`config.mk`:
```
export PLATFORM = sky130hd
export DESIGN_NAME = ipm_power_ctrl
export DESIGN_NICKNAME = d
export VERILOG_FILES = /design/src/ipm_pkg.sv /design/src/ipm_power_ctrl.sv /design/src/ipm_sync2.sv
export VERILOG_INCLUDE_DIRS = /design/src
export SDC_FILE = /design/constraint.sdc
export NUM_CORES = 1
export LEC_CHECK = 0
export ABC_AREA = 1
export BUFFER_PORTS_ARGS = -buffer_cell sky130_fd_sc_hd__buf_4
export CAP_MARGIN = 20
export CORE_MARGIN = 3
export CORE_UTILIZATION = 40
export CTS_BUF_LIST = sky130_fd_sc_hd__clkbuf_16
export DETAILED_ROUTE_END_ITERATION = 10
export PLACE_DENSITY_LB_ADDON = 0.15
export SLEW_MARGIN = 0
export SYNTH_ARGS = -nofsm -noshare
export SYNTH_HDL_FRONTEND = slang
export SYNTH_HIERARCHICAL = 1
export SYNTH_SLANG_ARGS = --single-unit
```
`constraint.sdc`:
```
create_clock -name I_REF_CLK -period 1 [get_ports I_REF_CLK]
set_input_delay 0.2 -clock I_REF_CLK [delete_from_list [all_inputs] [get_ports I_REF_CLK]]
set_output_delay 0.2 -clock I_REF_CLK [all_outputs]
set_load 0.01 [all_outputs]
```
`src/ipm_consts.svh`:
```
// Purpose: constants for the idle/stop power-mode controller
// Assumes: 8-bit special-function register port from the core
// Notes: offsets, field positions and reset values live here
`ifndef IPM_CONSTS_SVH
`define IPM_CONSTS_SVH
`define IPM_PWR_CTRL_ADDR 8'h87
`define IPM_PWR_CTRL_RST 8'h00
`define IPM_IDLE_BIT 0
`define IPM_STOP_BIT 1
`define IPM_FLAGS_LSB 2
`define IPM_FLAGS_MSB 7
`define IPM_RESET_VECTOR 16'h0000
`endif

```
`src/ipm_pkg.sv`:
```
// Purpose: types for the power-mode controller
// Assumes: nothing
// Notes: one-hot mode states
package ipm_pkg;
  typedef enum logic [2:0] {
    IPM_RUN = 3'h1,
    IPM_IDLE = 3'h2,
    IPM_STOP = 3'h4
  } ipm_mode_t;
endpackage

```
`src/ipm_power_ctrl.sv`:
```
// Purpose: idle/stop power-mode controller with its control register
// Assumes: core writes/reads the register on the special-function port
// Notes: wake-by-reset requests go out as O_SYS_RESET_REQ to the reset block
`include "ipm_consts.svh"
`timescale 1ns/1ps
module ipm_power_ctrl (
  input wire logic I_REF_CLK, // System clock
  input wire logic I_RESET_N, // Async reset, active low
  input wire logic [7:0] I_SFR_ADDR, // Register address
  input wire logic [7:0] I_SFR_WDATA, // Write data
  input wire logic I_SFR_WR, // Write strobe, one cycle
  input wire logic I_SFR_RD, // Read strobe
  input wire logic I_INSTR_DONE, // Core finished current instruction
  input wire logic I_IRQ_PENDING, // Enabled interrupt asserted, core domain
  input wire logic I_WDT_EXPIRED, // Watchdog expiry pulse
  input wire logic I_MCD_ENABLE, // Missing clock detector enabled
  input wire logic I_MCD_TIMEOUT, // Detector timeout, async level
  input wire logic I_PIN_RESET, // External reset pin asserted, async level
  input wire logic I_REG_OFF_IN_STOP, // Regulator stop-shutdown setting
  output logic [7:0] O_SFR_RDATA, // Read data
  output logic O_CORE_CLK_EN, // Processor clock enable
  output logic O_PERIPH_CLK_EN, // Timers/interrupt/serial clock enable
  output logic O_OSC_EN, // Internal oscillator enable
  output logic O_REGULATOR_EN, // Internal regulator enable
  output logic O_IRQ_WAKE, // Pulse: core resumes to service interrupt
  output logic O_SYS_RESET_REQ, // Pulse: request normal reset sequence
  output logic [15:0] O_RESET_VECTOR, // Start address after reset
  output logic O_IDLE, // Idle mode active
  output logic O_STOP // Stop mode active
);
  ipm_pkg::ipm_mode_t mode_ff;
  ipm_pkg::ipm_mode_t nxt_mode;
  logic [5:0] flags_ff;
  logic [5:0] nxt_flags;
  logic idle_req_ff;
  logic nxt_idle_req;
  logic stop_req_ff;
  logic nxt_stop_req;
  logic reg_off_ff;
  logic nxt_reg_off;
  logic wake_ff;
  logic nxt_wake;
  logic rst_req_ff;
  logic nxt_rst_req;
  logic [7:0] rdata_ff;
  logic [7:0] nxt_rdata;
  logic mcd_sync;
  logic pin_sync;
  logic wr_hit;

  // Timeout and pin come from outside the clock domain
  ipm_sync2 u_sync_mcd (
    .i_clk(I_REF_CLK),
    .i_rst_n(I_RESET_N),
    .i_d(I_MCD_TIMEOUT),
    .o_q(mcd_sync)
  );
  ipm_sync2 u_sync_pin (
    .i_clk(I_REF_CLK),
    .i_rst_n(I_RESET_N),
    .i_d(I_PIN_RESET),
    .o_q(pin_sync)
  );

  assign wr_hit = I_SFR_WR && (I_SFR_ADDR == `IPM_PWR_CTRL_ADDR);

  always_comb begin
    nxt_flags = flags_ff;
    nxt_idle_req = idle_req_ff;
    nxt_stop_req = stop_req_ff;
    nxt_mode = mode_ff;
    nxt_reg_off = reg_off_ff;
    nxt_wake = 1'b0;
    nxt_rst_req = 1'b0;
    nxt_rdata = rdata_ff;
    if (wr_hit) begin
      nxt_flags = I_SFR_WDATA[`IPM_FLAGS_MSB:`IPM_FLAGS_LSB];
      // Stop takes precedence: it is the deeper state
      if (I_SFR_WDATA[`IPM_STOP_BIT]) begin
        nxt_stop_req = 1'b1;
        nxt_idle_req = 1'b0;
      end else if (I_SFR_WDATA[`IPM_IDLE_BIT]) begin
        nxt_idle_req = 1'b1;
      end
    end
    if (I_SFR_RD && I_SFR_ADDR == `IPM_PWR_CTRL_ADDR) begin
      nxt_rdata = {flags_ff, 2'b00};
    end else if (I_SFR_RD) begin
      nxt_rdata = 8'h00;
    end
    unique case (mode_ff)
      ipm_pkg::IPM_RUN: begin
        // Entry waits for the writing instruction to retire
        if (stop_req_ff && I_INSTR_DONE) begin
          nxt_mode = ipm_pkg::IPM_STOP;
          nxt_stop_req = 1'b0;
          nxt_reg_off = I_REG_OFF_IN_STOP;
        end else if (idle_req_ff && I_INSTR_DONE) begin
          nxt_mode = ipm_pkg::IPM_IDLE;
        end
      end
      ipm_pkg::IPM_IDLE: begin
        if (pin_sync || I_WDT_EXPIRED) begin
          nxt_mode = ipm_pkg::IPM_RUN;
          nxt_idle_req = 1'b0;
          nxt_rst_req = 1'b1;
        end else if (I_IRQ_PENDING) begin
          nxt_mode = ipm_pkg::IPM_RUN;
          nxt_idle_req = 1'b0;
          nxt_wake = 1'b1;
        end
      end
      ipm_pkg::IPM_STOP: begin
        // With the regulator down only the pin can revive the part
        if (pin_sync || (!reg_off_ff && I_MCD_ENABLE && mcd_sync)) begin
          nxt_mode = ipm_pkg::IPM_RUN;
          nxt_reg_off = 1'b0;
          nxt_rst_req = 1'b1;
        end
      end
    endcase
  end

  always_ff @(posedge I_REF_CLK or negedge I_RESET_N) begin
    if (!I_RESET_N) begin
      mode_ff <= ipm_pkg::IPM_RUN;
      flags_ff <= 6'h00;
      idle_req_ff <= 1'b0;
      stop_req_ff <= 1'b0;
      reg_off_ff <= 1'b0;
      wake_ff <= 1'b0;
      rst_req_ff <= 1'b0;
      rdata_ff <= `IPM_PWR_CTRL_RST;
    end else begin
      mode_ff <= nxt_mode;
      flags_ff <= nxt_flags;
      idle_req_ff <= nxt_idle_req;
      stop_req_ff <= nxt_stop_req;
      reg_off_ff <= nxt_reg_off;
      wake_ff <= nxt_wake;
      rst_req_ff <= nxt_rst_req;
      rdata_ff <= nxt_rdata;
    end
  end

  // Idle gates only the core clock; registers hold since nothing else is gated
  assign O_CORE_CLK_EN = (mode_ff == ipm_pkg::IPM_RUN);
  assign O_PERIPH_CLK_EN = (mode_ff != ipm_pkg::IPM_STOP);
  assign O_OSC_EN = (mode_ff != ipm_pkg::IPM_STOP);
  assign O_REGULATOR_EN = !(mode_ff == ipm_pkg::IPM_STOP && reg_off_ff);
  assign O_IRQ_WAKE = wake_ff;
  assign O_SYS_RESET_REQ = rst_req_ff;
  assign O_RESET_VECTOR = `IPM_RESET_VECTOR;
  assign O_IDLE = (mode_ff == ipm_pkg::IPM_IDLE);
  assign O_STOP = (mode_ff == ipm_pkg::IPM_STOP);
  assign O_SFR_RDATA = rdata_ff;
endmodule // ipm_power_ctrl

```
`src/ipm_sync2.sv`:
```
// Purpose: two-flop synchroniser for asynchronous wake/reset levels
// Assumes: level inputs from outside the clock domain
// Notes: first stage feeds only the second
`timescale 1ns/1ps
module ipm_sync2 (
  input wire logic i_clk, // Clock
  input wire logic i_rst_n, // Async reset, active low
  input wire logic i_d, // Asynchronous level
  output logic o_q // Synchronised level
);
  logic s1_ff;
  logic s2_ff;
  logic nxt_s1;
  logic nxt_s2;
  always_comb begin
    nxt_s1 = i_d;
    nxt_s2 = s1_ff;
  end
  always_ff @(posedge i_clk or negedge i_rst_n) begin
    if (!i_rst_n) begin
      s1_ff <= 1'b0;
      s2_ff <= 1'b0;
    end else begin
      s1_ff <= nxt_s1;
      s2_ff <= nxt_s2;
    end
  end
  assign o_q = s2_ff;
endmodule // ipm_sync2

```
# Word level (Yosys, flattened, before mapping)

Index checks and enable logic that the tools add are counted.

Eq/ne operators: 9
Mux-type cells: 27
Reductions and logical operators: 15

Operator list:

| cell               | number |
|---|---|
| $mux 1             | 17 |
| $mux 8             | 2 |
| $mux 3             | 5 |
| $pmux 3 s3         | 1 |
| $eq 8x8->1 const B | 1 |
| $logic_and 1x1->1  | 7 |
| $reduce_and 3->1   | 2 |
| $ne 2x1->1 const B | 2 |
| $pmux 1 s2         | 2 |
| $reduce_bool 2->1  | 2 |
| $eq 3x1->1 const B | 1 |
| $eq 3x2->1 const B | 1 |
| $eq 3x3->1 const B | 1 |
| $ne 3x1->1 const B | 1 |
| $ne 3x2->1 const B | 1 |
| $ne 3x3->1 const B | 1 |
| $logic_not 1->1    | 2 |
| $logic_or 1x1->1   | 2 |

Register bits: 26
Logic and storage cells: 63

# Longest topological paths before layout

Depth in word-level cells: 6
Mapped depth: 7
Gate-level depth less buffers: 7

# By module

The synthesis kept the hierarchy.

By module, submodules not included:

| module         | times used | cells an instance | area an instance (um2) |
|---|---|---|---|
| ipm_power_ctrl | 1          | 132               | 1092.3 |
| ipm_sync2      | 2          | 2                 | 50.0 |

# Least setup slack after synthesis

Ideal clock, no wire load.

Path type: reg-to-reg
From: register mode_ff[0]
To: register mode_ff[1]
Arrival: 1.061 ns
Data required time: 0.923 ns
Slack: -0.138 ns
Cell stages (with the launch flop): 7
Path buffers: 0
Cells stage by stage: dfstp_2 inv_2 nand3_1 inv_2 nand3_1 nand3_1 o21ai_1

Longest elaborated chain between the ends: 3

RTL lines:

| what                       | line                  | source |
|---|---|---|
| start: declaration         | ipm_power_ctrl.sv:31  | `ipm_pkg::ipm_mode_t mode_ff;` |
| start signal: assignment   | ipm_power_ctrl.sv:126 | `mode_ff <= ipm_pkg::IPM_RUN;` |
| start signal: assignment   | ipm_power_ctrl.sv:135 | `mode_ff <= nxt_mode;` |
| $eq 3x3->1 (*)             | -                     |  |
| via O_STOP                 | ipm_power_ctrl.sv:29  | `output logic O_STOP` |
| $ne 2x1->1 (no line)       | -                     |  |
| $reduce_and 3->1 (no line) | -                     |  |

Mark *: on every way through the listed nets, which the timed path passes. The rest lies on a longest branch.
A chain may end at the register's enable or synchronous reset.

# Final worst setup path

From: register mode_ff[0]
To: output port O_REGULATOR_EN

Longest elaborated chain between the ends: 3

RTL lines:

| what              | line                  | source |
|---|---|---|
| $eq 3x3->1        | ipm_power_ctrl.sv:150 | `assign O_REGULATOR_EN = !(mode_ff == ipm_pkg::IPM_STOP && reg_off_ff);` |
| $logic_and 1x1->1 | ipm_power_ctrl.sv:150 |  |
| $logic_not 1->1   | ipm_power_ctrl.sv:150 |  |
| end: declaration  | ipm_power_ctrl.sv:24  | `output logic O_REGULATOR_EN,` |

No other way between the ends.

==> reports/metrics.csv <==
stage;metric;value;unit
detailed_routing;drt wl/cell;11.4;um
synth;Seq/Total Area, Yosys;50.5;%
detailed_routing;DRT Pass-1 Iters;4;
cells_and_area;Layout area overhead;48.6;%
detailed_routing;Routed WL;2530;um
worst_setup_path;Slowest-stage cell, CP;dfstp_2;
worst_setup_path;WS Path Type;reg2out;
synth;largest area contributor in the netlist;dfrtp_1;
power;Final Total Pwr;0.00349;W
floorplan;I/O Pins;59;
synth;post-synthesis instance area;1190;um2
synth;ys flop type;dfrtp_1;
synth;Yosys cell types;20;
sta;max-slew violation count;0;
run;max cap viols;0;
worst_setup_path;Worst setup EP type;primary output;
floorplan;Die Wd;60.6;um
worst_setup_path;crit path from;mode_ff[0]$_DFFE_PN1P_;
synth;most frequent cells after synthesis;27 x inv_1, 23 x dfrtp_1, 19 x buf_4;
synth;Avg Cell Area, Syn;8.77;um2
cells_and_area;layout cells sized above 1;45.8;%
detailed_routing;# DRC;0;
sta;endpoints failing hold;0;
clock_tree;CTS max path bufs;2;
place;routability cong.;0.786;
worst_setup_path;CP arrival;1.13;ns
grt;first-pass GRT wire length;4160;um
grt;initial antenna violation count;0;
sta;min cycle time layout;1.33;ns
worst_setup_path;CP cell instances;inv_2 > nand3_4 > inv_4 > nand2_2 > buf_6;
worst_setup_path;Largest delay share family, worst path;flip-flops;
synth;Post-synth EDFFs;0;
synth;post-synthesis async set-or-reset flop share;100;%
clock_tree;Clk Latency, worst-skew pair;0.26;ns
clock_tree;CTS root buf;clkbuf_16;
worst_setup_path;reg2reg start;mode_ff[0]$_DFFE_PN1P_;
worst_setup_path;CP max FO;4;
sta;fin crit share;133;%
cells_and_area;filler cell count;244;
place;DP HPWL;1970;um
sta;Clock Skew;0.00141;ns
detailed_routing;Via density;4.43;
sta;Max Clock Freq;752;MHz
grt;vias in the first global route;961;
synth;Yosys top cell area share;48.3;%
worst_setup_path;critical path launch point type;flip-flop;
cells_and_area;final core occ;63.2;%
power;Max VDD drop;0.982;mV
synth;synth top area cells;dfrtp_1 48%, buf_4 12%, inv_1 8.5%;
place;pre-CTS WS;-0.142;ns
clock_tree;CTS Buf Count;3;
worst_hold_path;worst hold start;I_MCD_TIMEOUT;
run_status;run status;finished, violations left;
floorplan;Rows;19;
floorplan;Initial Util;42.5;%
place;IO buf count;40;
cells_and_area;multi-input logic area;453;um2
floorplan;core area;2810;um2
worst_setup_path;CP Buf/Inv Count;3;
synth;Synth Warn #;6;
detailed_routing;Routed Antenna Nets;0;
grt;Tot GR Track Use;15.2;%
power;Leak;0.955;nW
synth;Post-Synthesis Cells;136;
grt;largest net degree at the start of global routing;25;
run_status;violations in the final reports;setup timing;
clock_tree;CTS tree;built;
power;Power Density;1970;nW/um2
worst_setup_path;crit-path max cell delay;0.54;ns
grt;global route overflow;0;
cells_and_area;fin nets;220;
sta;RSZ-0062 raised after global routing;true;
sta;Finish-stage setup viols;14;
detailed_routing;Iteration-0 DRC Markers;25;
clock_tree;htree depth;1;
floorplan;Die ar.;3670;um2
floorplan;Chip Height;60.6;um
synth;Yosys reg bits;24;
sta;setup_tns;-2.64;ns
cells_and_area;n_diodes;0;
worst_hold_path;worst min-delay path class;in2reg;
cells_and_area;flip-flop and latch area;602;um2
sta;final hold slack;0.0462;ns
synth;count leader, synth;inv_1;
clock_tree;Reg clk slew, reported paths;0.06;ns
sta;Setup WS post-layout;-0.330;ns
detailed_routing;routed via count;987;
clock_tree;Sink Count;24;
worst_setup_path;Data required, critical path;0.80;ns
==> power by group <==
group | total (W) | switching [W] | internal, W
Combinational | 0.00118 | 0.000588 | 0.000594
Clock | 0.00113 | 0.000335 | 0.000795
Sequential | 0.00118 | 0.0000679 | 0.00111
Total | 0.00349 | 0.000990 | 0.00250
==> metal layers <==
layer | global-route usage, % | wire [um] | part of all wire (%) | vias up
met3 | 2.77 | 152 | 6.0 | 4
met4 | 4.64 | 36 | 1.4 | 0
met2 | 27.9 | 1350 | 53 | 37
met5 | 0 | 0 | 0 | -
met1 | 17.9 | 997 | 39 | 454
li1 | - | - | - | 492
==> through the flow <==
| stage | cells | area (um2) |
|---|---|---|
| 3_5_place_dp | 213 | 1560 |
| 3_3_place_gp | 213 | 1560 |
| 2_1_floorplan | 153 | 1290 |
| 4_1_cts | 222 | 1740 |
| 6_report | 223 | 1770 |
| 5_1_grt | 223 | 1770 |
==> flip-flops by register name (all words and copies together), names as in the netlist <==
name and flops:
O_SFR_RDATA 6, flags_ff 6, mode_ff 3, O_IRQ_WAKE 1, O_SYS_RESET_REQ 1, idle_req_ff 1
reg_off_ff 1, stop_req_ff 1, u_sync_mcd/nxt_s2 1, u_sync_mcd/o_q 1, u_sync_pin/nxt_s2 1, u_sync_pin/o_q 1
==> timing repair <==
item | 4_1_cts | 5_1_grt
hold endpoints to repair | 23 | 0
gates resized for setup | 13 | 6
pin swaps | 6 | 2
hold buffers | 1 | 0
endpoints found under the setup margin | 15 | 20
gates cloned | 0 | 0
setup buffers | 4 | 1
==> worst register-to-register path: stages, from the launching register on <==
cell and delay (ns):
dfstp_2 0.54, inv_2 0.06, nand3_4 0.09, buf_6 0.11, nand2_2 0.06, nor2_2 0.08, nand3_1 0.07, o21ai_1 0.08
==> logic make-up after synthesis <==
logic type	share of synthesized area [%]
simple gates	17.1
buf+inv	22.0
flops	50.5
compound gates	10.1
other cells	0.314
==> final cells by class <==
| cell class | count | share of cell area, % |
|---|---|---|
| sequential | 24 | 34.0 |
| timing repair buffer | 55 | 26.1 |
| multi-input combinational | 80 | 25.6 |
| inverter | 29 | 6.29 |
| clock buffer | 3 | 4.24 |
| tap | 31 | 2.19 |
| clock inverter | 1 | 1.69 |
==> cells in the final DEF, fill, tap and decap left out, drive strengths merged <==
master,instances
conb,18
nor2,16
bufinv,1
nor3,1
o22ai,6
nand3,9
a21oi,7
buf,54
dfstp,1
inv,29
nand3b,1
o21ai,5
dlygate4sd3,1
clkbuf,3
dfrtp,23
nand4,1
nand2,16
==> worst paths after layout <==
kind / end / slack, ns / cells past startpoint
min in group asynchronous: mode_ff[2]$_DFFE_PN0P_ / 0.38 / 2
max in group asynchronous: mode_ff[0]$_DFFE_PN1P_ / 0.34 / 2
worst min-delay path: u_sync_mcd/nxt_s2$_DFF_PN0_ / 0.05 / 1
worst max-delay path: O_REGULATOR_EN / -0.33 / 5
worst min register to register: u_sync_pin/o_q$_DFF_PN0_ / 0.35 / 0
worst max register to register: mode_ff[1]$_DFFE_PN0P_ / -0.17 / 7
Note: power is estimated with default switching activity, not from simulation.
